$ cat src/core/pbm_cfg.svh
`ifndef PBM_CFG_SVH
`define PBM_CFG_SVH

// ==========================================================================
// Pin positions and counts
// ==========================================================================
// Port B pin count and index of each pin with an alternate function.
`define PBM_NPIN 8
`define PBM_PB7 3'h7
`define PBM_PB6 3'h6
`define PBM_PB5 3'h5
`define PBM_PB4 3'h4
`define PBM_PB3 3'h3
`define PBM_PB2 3'h2
`define PBM_PB1 3'h1
`define PBM_PB0 3'h0

// Synchroniser lanes: eight port B pins, then port D pins 7, 4 and 1.
`define PBM_NSYNC 11
`define PBM_LANE_PD7 4'h8
`define PBM_LANE_PD4 4'h9
`define PBM_LANE_PD1 4'ha

// ==========================================================================
// Encodings and reset values
// ==========================================================================
// Pattern of {direction, output data, global disable} that turns a pull-up on.
`define PBM_PULLUP_PATTERN 3'h2
// Reset value of every synchroniser stage and of the port B read-back.
`define PBM_SYNC_RESET 11'h000
`define PBM_PIN_RESET 8'h00

`endif

$ cat src/core/pbm_pkg.sv
`default_nettype none

// ==========================================================================
// Types shared by the port B override logic
// ==========================================================================
package pbm_pkg;

  // Override set that a peripheral hands to one pin.
  typedef struct packed {
    logic pullup_ovr_en;
    logic pullup_ovr_val;
    logic dir_ovr_en;
    logic dir_ovr_val;
    logic value_ovr_en;
    logic value_ovr_val;
    logic din_ovr_en;
    logic din_ovr_val;
  } pbm_ovr_type;

  // Resolved pin control for one pin.
  typedef struct packed {
    logic pullup_on;
    logic drive_en;
    logic drive_val;
    logic din_on;
  } pbm_pin_type;

  // Enables of the peripherals that take over port B pins.
  typedef struct packed {
    logic spi_on;
    logic spi_master_select;
    logic stage2_out0_on;
    logic stage2_out1_on;
    logic stage2_out2_on;
    logic stage2_out3_on;
    logic stage_sec_out1_on;
    logic cmp3_output_on;
    logic ext_irq0_on;
    logic ext_irq1_on;
  } pbm_periph_en_type;

  // Output levels of those peripherals.
  typedef struct packed {
    logic spi_miso_out;
    logic spi_sck_out;
    logic spi_mosi_out;
    logic stage2_pwm_out0;
    logic stage2_pwm_out1;
    logic stage2_pwm_out2;
    logic stage2_pwm_out3;
    logic stage_sec_pwm_out1;
    logic cmp3_result;
  } pbm_periph_out_type;

  // Converter and comparator digital input disables.
  typedef struct packed {
    logic conv_ch9_din_off;
    logic conv_ch8_din_off;
    logic conv_ch5_din_off;
    logic conv_ch3_din_off;
    logic conv_ch2_din_off;
    logic conv_ch10_din_off;
    logic conv_ch4_din_off;
  } pbm_conv_off_type;

  // Inputs delivered to the peripherals.
  typedef struct packed {
    logic timer_capture_in;
    logic timer_count_src;
    logic ext_irq_src0;
    logic ext_irq_src1;
    logic spi_miso_in;
    logic spi_sck_in;
    logic spi_mosi_in;
    logic stage_sec_alt_in_a;
    logic stage_sec_alt_in_b;
    logic stage2_alt_in;
  } pbm_periph_in_type;

  // Whole register state of the top module.
  typedef struct packed {
    logic [10:0] sync1;
    logic [10:0] sync2;
    logic [10:0] sync3;
    logic [10:0] stable;
    logic [7:0] pb_read;
    pbm_periph_in_type periph_in;
  } pbm_state_type;

endpackage

`default_nettype wire

$ cat src/core/pbm_pin_ctrl.sv
`timescale 1ns/10ps
`default_nettype none

`include "pbm_cfg.svh"

// ==========================================================================
// Resolution of one pin's overrides against its port register bits
// ==========================================================================
module pbm_pin_ctrl
  import pbm_pkg::*;
(
  // Overrides from the alternate function.
  input wire pbm_ovr_type ovr,
  // Port register bits of this pin.
  input wire logic dir_bit,
  input wire logic out_data_bit,
  input wire logic global_pullup_disable,
  // Core sleep state, which normally switches the digital input off.
  input wire logic mcu_sleep,
  // Resolved control.
  output pbm_pin_type pin
);

  // Purely combinational so a peripheral enable reaches the pad at once.
  always_comb begin
    if (ovr.pullup_ovr_en) begin
      pin.pullup_on = ovr.pullup_ovr_val;
    end else begin
      pin.pullup_on = ({dir_bit, out_data_bit, global_pullup_disable} ==
                       `PBM_PULLUP_PATTERN);
    end
    pin.drive_en = ovr.dir_ovr_en ? ovr.dir_ovr_val : dir_bit;
    pin.drive_val = ovr.value_ovr_en ? ovr.value_ovr_val : out_data_bit;
    pin.din_on = ovr.din_ovr_en ? ovr.din_ovr_val : !mcu_sleep;
  end

endmodule

`default_nettype wire

$ cat src/core/pbm_port_b_mux.sv
// Notes on behaviour
// - SPI master forces pin B6 to input regardless of its direction bit.
// - SPI slave leaves pin B6 direction to its direction bit.
// - Forced-input B6 pull-up follows its data bit and global disable.
// - SPI slave forces clock pin B5 to input; master uses direction bit.
// - Forced-input B5 pull-up still follows its data bit.
// - SPI slave forces data-out pin B4 to input; master uses direction bit.
// - Forced-input B4 pull-up follows its data bit and global disable.
// - B7 drives stage2 output 2 when enabled; gated input feeds timer capture.
// - SPI pin overrides come from SPI enable and mode; direction value 0.
// - B5 input enable override follows converter ch5 disable or interrupt 1 enable; value follows interrupt 1 enable; feeds it.
// - B3..B1 become outputs driving their stage output when enabled.
// - B0 drives stage output 3, else comparator 3, else follows its direction and data bits.
// - B2 input enable override and value follow interrupt 0 enable; feeds it.
// - D7, D1 feed secondary stage alt inputs; D4 feeds stage2 alt input.
// - Pull-up follows override when enabled, else on only for pattern 010.
// - Direction override enable lets its value decide the output driver.
// - Value override replaces the data bit while the driver is on.
// - Input enable override decides the digital input regardless of sleep.
`timescale 1ns/10ps
`default_nettype none

`include "pbm_cfg.svh"

// ==========================================================================
// Port B alternate function override mux
// ==========================================================================
module pbm_port_b_mux
  import pbm_pkg::*;
(
  // Clock and reset.
  input wire logic clk_sys,
  input wire logic rst_b,
  // Port B register bits and global controls.
  input wire logic [7:0] port_b_dir,
  input wire logic [7:0] port_b_out_data,
  input wire logic global_pullup_disable,
  input wire logic mcu_sleep,
  // Peripheral enables, outputs and converter input disables.
  input wire pbm_periph_en_type periph_en,
  input wire pbm_periph_out_type periph_out,
  input wire pbm_conv_off_type conv_off,
  // Port B pads: input, output level, output enable and pull-up.
  input wire logic [7:0] pb_pad_in,
  output logic [7:0] pb_pad_out,
  output logic [7:0] pb_pad_oe,
  output logic [7:0] pb_pullup_on,
  // Port D pads whose inputs are routed here.
  input wire logic pd7_pad_in,
  input wire logic pd4_pad_in,
  input wire logic pd1_pad_in,
  // Synchronised, gated pin levels for the port read-back.
  output logic [7:0] pb_pin_read,
  // Inputs delivered to the peripherals.
  output pbm_periph_in_type periph_in
);

  // ========================================================================
  // Override generation
  // ========================================================================
  pbm_ovr_type ovr [`PBM_NPIN];
  pbm_pin_type pin [`PBM_NPIN];
  logic spi_master;
  logic spi_slave;

  assign spi_master = periph_en.spi_on && periph_en.spi_master_select;
  assign spi_slave = periph_en.spi_on && !periph_en.spi_master_select;

  // Every override is decoded straight from the live enables, so there is
  // no lag between a peripheral switching on and the pad following.
  always_comb begin
    for (int i = 0; i < `PBM_NPIN; i++) begin
      ovr[i] = '0;
    end

    // B7: stage2 output 2, capture input behind the converter disable.
    ovr[`PBM_PB7].dir_ovr_en = periph_en.stage2_out2_on;
    ovr[`PBM_PB7].dir_ovr_val = 1'h1;
    ovr[`PBM_PB7].value_ovr_en = periph_en.stage2_out2_on;
    ovr[`PBM_PB7].value_ovr_val = periph_out.stage2_pwm_out2;
    ovr[`PBM_PB7].din_ovr_en = conv_off.conv_ch9_din_off;

    // B6: data-in as master, so forced to input; driven as slave by the SPI
    // only where its own direction bit enables the driver.
    ovr[`PBM_PB6].pullup_ovr_en = spi_master;
    ovr[`PBM_PB6].pullup_ovr_val = port_b_out_data[`PBM_PB6] &&
                                   !global_pullup_disable;
    ovr[`PBM_PB6].dir_ovr_en = spi_master;
    ovr[`PBM_PB6].dir_ovr_val = 1'h0;
    ovr[`PBM_PB6].value_ovr_en = spi_slave;
    ovr[`PBM_PB6].value_ovr_val = periph_out.spi_miso_out;
    ovr[`PBM_PB6].din_ovr_en = conv_off.conv_ch8_din_off;

    // B5: clock pin, forced to input as slave; also interrupt 1 source.
    ovr[`PBM_PB5].pullup_ovr_en = spi_slave;
    ovr[`PBM_PB5].pullup_ovr_val = port_b_out_data[`PBM_PB5] &&
                                   !global_pullup_disable;
    ovr[`PBM_PB5].dir_ovr_en = spi_slave;
    ovr[`PBM_PB5].dir_ovr_val = 1'h0;
    ovr[`PBM_PB5].value_ovr_en = spi_master;
    ovr[`PBM_PB5].value_ovr_val = periph_out.spi_sck_out;
    ovr[`PBM_PB5].din_ovr_en = conv_off.conv_ch5_din_off ||
                               periph_en.ext_irq1_on;
    ovr[`PBM_PB5].din_ovr_val = periph_en.ext_irq1_on;

    // B4: master data-out, forced to input as slave.
    ovr[`PBM_PB4].pullup_ovr_en = spi_slave;
    ovr[`PBM_PB4].pullup_ovr_val = port_b_out_data[`PBM_PB4] &&
                                   !global_pullup_disable;
    ovr[`PBM_PB4].dir_ovr_en = spi_slave;
    ovr[`PBM_PB4].dir_ovr_val = 1'h0;
    ovr[`PBM_PB4].value_ovr_en = spi_master;
    ovr[`PBM_PB4].value_ovr_val = periph_out.spi_mosi_out;
    ovr[`PBM_PB4].din_ovr_en = conv_off.conv_ch3_din_off;

    // B3: secondary stage output 1.
    ovr[`PBM_PB3].dir_ovr_en = periph_en.stage_sec_out1_on;
    ovr[`PBM_PB3].dir_ovr_val = 1'h1;
    ovr[`PBM_PB3].value_ovr_en = periph_en.stage_sec_out1_on;
    ovr[`PBM_PB3].value_ovr_val = periph_out.stage_sec_pwm_out1;
    ovr[`PBM_PB3].din_ovr_en = conv_off.conv_ch2_din_off;

    // B2: stage2 output 1 and interrupt 0 source.
    ovr[`PBM_PB2].dir_ovr_en = periph_en.stage2_out1_on;
    ovr[`PBM_PB2].dir_ovr_val = 1'h1;
    ovr[`PBM_PB2].value_ovr_en = periph_en.stage2_out1_on;
    ovr[`PBM_PB2].value_ovr_val = periph_out.stage2_pwm_out1;
    ovr[`PBM_PB2].din_ovr_en = periph_en.ext_irq0_on;
    ovr[`PBM_PB2].din_ovr_val = periph_en.ext_irq0_on;

    // B1: stage2 output 0; no input override at all.
    ovr[`PBM_PB1].dir_ovr_en = periph_en.stage2_out0_on;
    ovr[`PBM_PB1].dir_ovr_val = 1'h1;
    ovr[`PBM_PB1].value_ovr_en = periph_en.stage2_out0_on;
    ovr[`PBM_PB1].value_ovr_val = periph_out.stage2_pwm_out0;

    // B0: stage2 output 3 has priority over the comparator 3 result.
    ovr[`PBM_PB0].dir_ovr_en = periph_en.stage2_out3_on ||
                               periph_en.cmp3_output_on;
    ovr[`PBM_PB0].dir_ovr_val = 1'h1;
    ovr[`PBM_PB0].value_ovr_en = ovr[`PBM_PB0].dir_ovr_en;
    if (periph_en.stage2_out3_on) begin
      ovr[`PBM_PB0].value_ovr_val = periph_out.stage2_pwm_out3;
    end else if (periph_en.cmp3_output_on) begin
      ovr[`PBM_PB0].value_ovr_val = periph_out.cmp3_result;
    end else begin
      ovr[`PBM_PB0].value_ovr_val = 1'h0;
    end
  end

  // ========================================================================
  // Per-pin resolution
  // ========================================================================
  // One resolver per pin; the pad outputs stay combinational on purpose.
  for (genvar g = 0; g < `PBM_NPIN; g++) begin : g_pin
    pbm_pin_ctrl pbm_pin_ctrl_i (
      .ovr(ovr[g]),
      .dir_bit(port_b_dir[g]),
      .out_data_bit(port_b_out_data[g]),
      .global_pullup_disable(global_pullup_disable),
      .mcu_sleep(mcu_sleep),
      .pin(pin[g])
    );
    assign pb_pad_oe[g] = pin[g].drive_en;
    assign pb_pad_out[g] = pin[g].drive_val;
    assign pb_pullup_on[g] = pin[g].pullup_on;
  end

  // ========================================================================
  // Input synchronisation and routing
  // ========================================================================
  pbm_state_type state_q;
  pbm_state_type state_d;
  logic [7:0] din_on;
  logic [10:0] pad_in;

  always_comb begin
    for (int i = 0; i < `PBM_NPIN; i++) begin
      din_on[i] = pin[i].din_on;
    end
  end

  assign pad_in = {pd1_pad_in, pd4_pad_in, pd7_pad_in, pb_pad_in};

  // Pads are asynchronous: three stages, and a level is taken only once the
  // second and third agree, which filters a single-cycle glitch. A disabled
  // digital input reads as zero, as the pad's input buffer would.
  always_comb begin
    state_d = state_q;
    state_d.sync1 = pad_in;
    state_d.sync2 = state_q.sync1;
    state_d.sync3 = state_q.sync2;
    for (int i = 0; i < `PBM_NSYNC; i++) begin
      if (state_q.sync2[i] == state_q.sync3[i]) begin
        state_d.stable[i] = state_q.sync3[i];
      end
    end
    state_d.pb_read = state_d.stable[7:0] & din_on;
    state_d.periph_in.timer_capture_in = state_d.pb_read[`PBM_PB7];
    state_d.periph_in.spi_miso_in = state_d.pb_read[`PBM_PB6];
    state_d.periph_in.spi_sck_in = state_d.pb_read[`PBM_PB5];
    state_d.periph_in.ext_irq_src1 = state_d.pb_read[`PBM_PB5];
    state_d.periph_in.spi_mosi_in = state_d.pb_read[`PBM_PB4];
    state_d.periph_in.ext_irq_src0 = state_d.pb_read[`PBM_PB2];
    state_d.periph_in.timer_count_src = state_d.pb_read[`PBM_PB0];
    state_d.periph_in.stage_sec_alt_in_a = state_d.stable[`PBM_LANE_PD7] &&
                                           !conv_off.conv_ch10_din_off;
    state_d.periph_in.stage2_alt_in = state_d.stable[`PBM_LANE_PD4] &&
                                      !conv_off.conv_ch4_din_off;
    state_d.periph_in.stage_sec_alt_in_b = state_d.stable[`PBM_LANE_PD1];
  end

  // Synchronous reset clears every stage and every delivered input.
  always_ff @(posedge clk_sys) begin
    if (!rst_b) begin
      state_q.sync1 <= `PBM_SYNC_RESET;
      state_q.sync2 <= `PBM_SYNC_RESET;
      state_q.sync3 <= `PBM_SYNC_RESET;
      state_q.stable <= `PBM_SYNC_RESET;
      state_q.pb_read <= `PBM_PIN_RESET;
      state_q.periph_in <= '0;
    end else begin
      state_q <= state_d;
    end
  end

  assign pb_pin_read = state_q.pb_read;
  assign periph_in = state_q.periph_in;

endmodule

`default_nettype wire

$ cat config.mk
export PLATFORM = sky130hd
export DESIGN_NAME = pbm_port_b_mux
export DESIGN_NICKNAME = d
export VERILOG_FILES = /design/src/core/pbm_pkg.sv /design/src/core/pbm_pin_ctrl.sv /design/src/core/pbm_port_b_mux.sv
export VERILOG_INCLUDE_DIRS = /design/src /design/src/core
export SDC_FILE = /design/constraint.sdc
export NUM_CORES = 1
export LEC_CHECK = 0
export BUFFER_PORTS_ARGS = -buffer_cell sky130_fd_sc_hd__buf_4
export CORE_MARGIN = 1.5
export CORE_UTILIZATION = 42
export CTS_CLUSTER_DIAMETER = 40
export DETAILED_ROUTE_END_ITERATION = 10
export PLACE_DENSITY = 0.75
export SLEW_MARGIN = 20
export SYNTH_ARGS = -nofsm -noshare
export SYNTH_HDL_FRONTEND = slang
export SYNTH_HIERARCHICAL = 1
export SYNTH_SLANG_ARGS = --single-unit
export TNS_END_PERCENT = 50
$ cat constraint.sdc
create_clock -name clk_sys -period 1.1 [get_ports clk_sys]
set_clock_uncertainty 0.15 [all_clocks]
set_input_delay 0.11 -clock clk_sys [delete_from_list [all_inputs] [get_ports clk_sys]]
set_output_delay 0.11 -clock clk_sys [all_outputs]
set_load 0.02 [all_outputs]
==> results.ini, run 1 <==
[logic_synthesis]
synthXorXnorAreaFrac_pct=0
yosys.area.top_type_share_pct=49.2
synth.avg_cell_area_um2=10.0
ys_types=16
synth_compound_gate_area_share_pct=10.5
yosys.area_share.simple_pct=21.9
synthMuxAreaShare_pct=4.10
syn_area_um2=2200
ys_ff_latch=54
yosys_warnings=6
seq_area_frac_synth_pct=49.2
yosys.area_share.adder_pct=5.13
synth_area_leaders=dfxtp_1 (49%), and2_1 (13%), buf_4 (6.5%), o41ai_2 (5.9%), maj3_2 (5.1%)
synth_top_family_by_area=simple AND/OR/NAND/NOR gates
postSynthCellCount=219
yosysTopAreaCell=dfxtp_1

[run_status]
status=complete, but fails checks
violations=setup timing

[placement]
post-place-ws_ns=-0.132
hpwlAfterDp_um=3250
portBuffers=98
gp_congestion=0.721
place_area_um2=3010

[route]
ant_nets=0
routed-via-count=1776
drcViolationCount=0
wl_um=4560
wl_per_cell_um=10.7
first_pass_iters=4
routed_via_density=4.16
drt-initial-drc-count=67

[pwr]
ir_drop_v=0.000601
leakage_nw=1.65
powerDensity_nw_per_um2=1120

[setup_path]
rr_endpoint=pb_pin_read[6]
worst-path-max-fanout=3
path_class=primary input to primary output
cp_common_cell=buf_6
slowest_delay_ns=0.31
cp_top_family=multiplexers
cp.arrival_ns=0.89
r2r_slack_ns=0.05
reg2reg_from=state_q[24]
crit_buf_inv=2
cp-end-kind=primary output
slowest_stage=mux2_4
worstPathCellList=buf_6 -> or2_4 -> mux2_4 -> buf_6
required_ns=0.84
startpoint_type=primary input
startpoint=periph_en[4]
reg2regPathDepth=2

[final_layout]
final_cell_mix=buf_4 (96), dfxtp_1 (49), and2_1 (43)
antennaDiodeCount=0
nets=413
drive_above_1_share_pct=41.2
layout_commonest_cell=buf_4
area_growth_pct=52.2
final_area_um2=3340
final_util_pct=65.9

[clock_tree]
clk_pin_slew_ns=0.09
cts_tree=built
max-clock-path-buffers=2
insertion_delay_ns=0.30
cts-htree-levels=2
cts_made_buffers=5
cts.sinks=54
root_buffer=clkbuf_8

[sta]
slew_violations=0
max_freq_mhz=867
timing.final.crit_share_pct=105
final-setup-viol-count=4
layout_setup_ws_ns=-0.0535
hold_violations=0
period_minus_slack_ns=1.15
rsz0062_at_grt=yes

[global_route]
grt_use_total_pct=16.4
grt_use_met3_pct=4.50
grt_pass1_vias=1707
grt_use_met2_pct=29.6
gr-total-overflow=0
top_usage_layer=met2
met1_usage_pct=18.1
antenna_found_initial=0
grt_max_degree=55
grt_pass1_wl_um=7070

[hold_path]
hold_end=pb_pin_read[6]
hold_depth=3
hp-class=primary input to flip-flop
hold_start=mcu_sleep

[die]
start_util_pct=43.3
die_x_um=75.3
die_h_um=75.3
num_rows=26
core_um2=5070
dieArea_um2=5670
io_pins=99

[run]
cap_violations=0

worst register-to-register path, stage by stage (launching register included):
cell and delay, ns:
dfxtp_1 0.32, maj3_2 0.31, and3_1 0.18
registers in the layout, summed over array words and instances (netlist names):
register	count
pb_pin_read	8
state_d	22
periph_in	2
state_q	22
layout make-up:
type / count / area [um^2]
fillers: 427 / 1730
clock buffers: 6 / 72.6
flip-flops and latches: 54 / 1090
multi-input cells: 165 / 1060
repair buffers: 122 / 990
inverters: 8 / 30.0
well taps: 70 / 87.6
clock inverters: 2 / 13.8
cell usage after synthesis:
master and number:
dfxtp_1 54, o21ai_0 18, conb_1 2, inv_1 8, maj3_2 10, clkbuf_2 4, and2_1 44, or2_2 2
nor2b_1 4, buf_4 19, a21boi_2 1, and3_1 8, nand2_1 27, mux2_2 8, o41ai_2 8, and3b_1 2
how the worst max path moves through the flow:
stage	slack, ns	depth (start not counted)	end
floorplan	-0.06	2	pb_pad_out[0]
global placement	-0.12	4	pb_pad_oe[4]
detailed placement	-0.13	4	pb_pad_oe[5]
CTS	-0.04	4	pb_pad_oe[0]
global route	-0.08	5	pb_pullup_on[5]
finish	-0.05	4	pb_pad_oe[0]
power breakdown:
group / total, mW / switching (mW) / internal [mW] / leakage, nW
sequential: 2.02 / 0.0161 / 2.00 / 0.443
clock: 1.05 / 0.605 / 0.450 / 0.0452
combinational: 0.664 / 0.289 / 0.375 / 1.16
cell families after synthesis:
group	Yosys count
AO/OA/AOI/OAI	27
other	2
adder cells (fa/ha/maj)	10
flip-flops	54
AND/OR/NAND/NOR	87
multiplexers	8
buffers and inverters	31
per-stage QoR:
step / setup TNS, ns / instances / total power, mW / hold slack (ns)
floorplan: -0.0632 / 250 / 2.33 / 0.0873
CTS: -0.190 / 427 / 3.76 / 0.0237
global placement: -0.550 / 399 / 2.63 / 0.167
finish: -0.106 / 427 / 3.74 / 0.0264
global route: -0.258 / 427 / 3.93 / 0.0359
detailed placement: -0.730 / 399 / 2.64 / 0.172
routing by layer:
layer / vias up / share of wire (%)
li1: 937 / -
met1: 766 / 40
met2: 68 / 53
met3: 5 / 6.3
met4: 0 / 1.3
met5: - / 0
timing repair:
action / in CTS / in global routing
setup buffers: 1 / 0
hold buffers: 19 / 0
endpoints found under the setup margin: 10 / 21
endpoints found under the hold margin: 19 / 0
resized for setup: 7 / 13
pin swaps: 1 / 0
No activity file was read; power rests on OpenSTA's default activity.
==> run 2, diff against run 1 <==
- ABC_AREA: default -> 1
- CORE_UTILIZATION: 42 -> 43
- PLACE_DENSITY: 0.75 -> 0.76
==> run 2 against run 1 <==
- clock power increased by 15%
- critical endpoint is now state_q[28]
- sequential power barely moved
- global-route usage shrank 0.77 points
- register-to-register slack gained 0.17 ns
- synthesized area up 7.6%
- via count up 29%
- flip-flop and latch count unchanged
- non-clock buffer count increased by 1
- sequential share of layout area is 1.6 points lower
- the run now ends clean
- synthesized cell count is 62% higher
==> results.ini, run 2 <==
[sta]
hold_violations=0
timing.final.crit_share_pct=98.0
rsz0062_at_grt=yes
final-setup-viol-count=0
max_freq_mhz=928
timing.hold.ws_ns=0.00897
period_minus_slack_ns=1.08
slew_violations=0
layout_setup_ws_ns=0.0223
setup_tns_ns=0

[final_layout]
antennaDiodeCount=0
final_cell_mix=nand2_1 (114), buf_4 (100), inv_1 (82)
layout_commonest_cell=nand2_1
nets=551
nFillCells=457
regArea_um2=1080
area_growth_pct=48.1
drive_above_1_share_pct=25.1
multiInputGateArea_um2=925
final_area_um2=3500

[setup_path]
worstPathCellList=buf_4 -> dlygate4sd3_1 -> o21ai_0 -> nor2_1
path_class=primary input to flip-flop
slowest_stage=dlygate4sd3_1
slowest_delay_ns=0.70
cp.arrival_ns=1.17
crit_buf_inv=2
required_ns=1.19
cp_top_family=buffers and inverters
startpoint_type=primary input
worst-path-max-fanout=6
cp-end-kind=flip-flop

[global_route]
grt_use_met2_pct=29.8
gr-total-overflow=0
met1_usage_pct=15.6
grt_pass1_vias=2010
grt_pass1_wl_um=7640
grt_use_met3_pct=4.64
top_usage_layer=met2
grt_use_total_pct=15.7
grt_max_degree=22
antenna_found_initial=0

[die]
die_h_um=77.1
num_rows=26
core_um2=5200
io_pins=99
die_x_um=77.1
start_util_pct=45.4
dieArea_um2=5950

[logic_synthesis]
seq_area_frac_synth_pct=45.7
yosysMostFrequentCell=nand2_1
yosys.area.top_type_share_pct=45.7
syn_area_um2=2360
synthTopCellsByCount=nand2_1 (114), inv_1 (82), dfxtp_1 (54)
yosysTopAreaCell=dfxtp_1
postSynthCellCount=355
synth.avg_cell_area_um2=6.66
synth_edf_count=0
synthArstFlopShare_pct=0
synth_area_leaders=dfxtp_1 (46%), nand2_1 (18%), inv_1 (13%), buf_4 (6.7%), nor2_1 (6.5%)
ys_types=13
yosys_warnings=6
ys_ff_latch=54
yosys_most_used_dff=dfxtp_1

[clock_tree]
cts.sinks=54
cts_made_buffers=5
postCtsSetupRepairBufs=0
cts_tree=built
root_buffer=clkbuf_8
cts-htree-levels=2
max-clock-path-buffers=2
clk_pin_slew_ns=0.08
insertion_delay_ns=0.30

[placement]
place_area_um2=3150
hpwlAfterDp_um=3320
post-place-ws_ns=-0.0120
gp_congestion=0.738
portBuffers=98

[route]
wl_um=4770
routed_via_density=4.04
first_pass_iters=4
drcViolationCount=0
drt-initial-drc-count=33
wl_per_cell_um=8.45
routed-via-count=2283
ant_nets=0

[pwr]
ir_drop_v=0.000600
p_sw_share_pct=23.7
power_frac_clock_pct=30.9
power_mw=3.92
p_comb_share_pct=17.5
powerDensity_nw_per_um2=1120
p_seq_share_pct=51.6
leakage_nw=2.12
internal-power_mw=2.99
p_sw_mw=0.931

[run_status]
status=completed

[run]
cap_violations=0

[hold_path]
hp-class=primary input to flip-flop

[run 2: cell count changes after synthesis, moves of 10 or more]
cell	before	now
nor2_2	0	10
maj3_2	10	0
inv_1	8	82
and2_1	44	0
nor2_1	0	41
nand2_1	27	114
[run 2: repair_timing]
action                                  4_1_cts  5_1_grt
resized for setup                             0        5
hold endpoints to repair                     30        2
pin swaps                                     1        1
hold buffers                                 19        4
endpoints found under the setup margin        1        8
gates cloned                                  0        0
[run 2: area by class of cell]
cell class                      count  area share [%]
Sequential cell                    54            30.9
Tap cell                           70            2.50
Timing Repair Buffer              123            28.0
Inverter                           83            8.97
Clock buffer                        8            3.15
Multi-Input combinational cell    227            26.4
[run 2: metal layers]
layer / vias to the layer above / share of wire [%]
li1: 1235 / -
met1: 960 / 41
met2: 81 / 49
met3: 7 / 7.9
met4: 0 / 1.6
met5: - / 0
[run 2: cell families after synthesis]
family,synth area share [%]
other,0.318
AO/OA/AOI/OAI,5.72
buffers and inverters,20.4
AND/OR/NAND/NOR,27.8
flip-flops,45.7
[run 2: worst paths after layout]
path	start	to	slack, ns	cells past startpoint
setup / recovery	rst_b	state_q[28]	0.02	4
setup reg to reg	state_d[30]	state_q[19]	0.22	4
hold / removal	mcu_sleep	pb_pin_read[5]	0.009	4
hold reg to reg	state_d[42]	state_d[31]	0.27	2
[run 2: stage by stage]
| step | utilization [%] | std cells |
|---|---|---|
| detailed placement | 60.5 | 534 |
| CTS | 66.3 | 561 |
| finish | 67.2 | 565 |
| floorplan | - | 386 |
| global placement | 60.5 | 534 |
| global route | 67.2 | 565 |
[run 2: power groups by stage]
stage	Sequential (mW)	Clock, mW	Combinational [mW]
3_3_place_gp	2.07	0	0.597
2_1_floorplan	2.07	0	0.305
6_report	2.02	1.21	0.685
3_5_place_dp	2.07	0	0.607
4_1_cts	2.02	1.26	0.662
5_1_grt	2.03	1.32	0.763
[run 2: worst reg2reg max path: stages, from the launching register on]
cell and delay [ns]:
dfxtp_1 0.33, nor2_1 0.13, nor2_1 0.05, nand2_1 0.09
inv_1 0.04
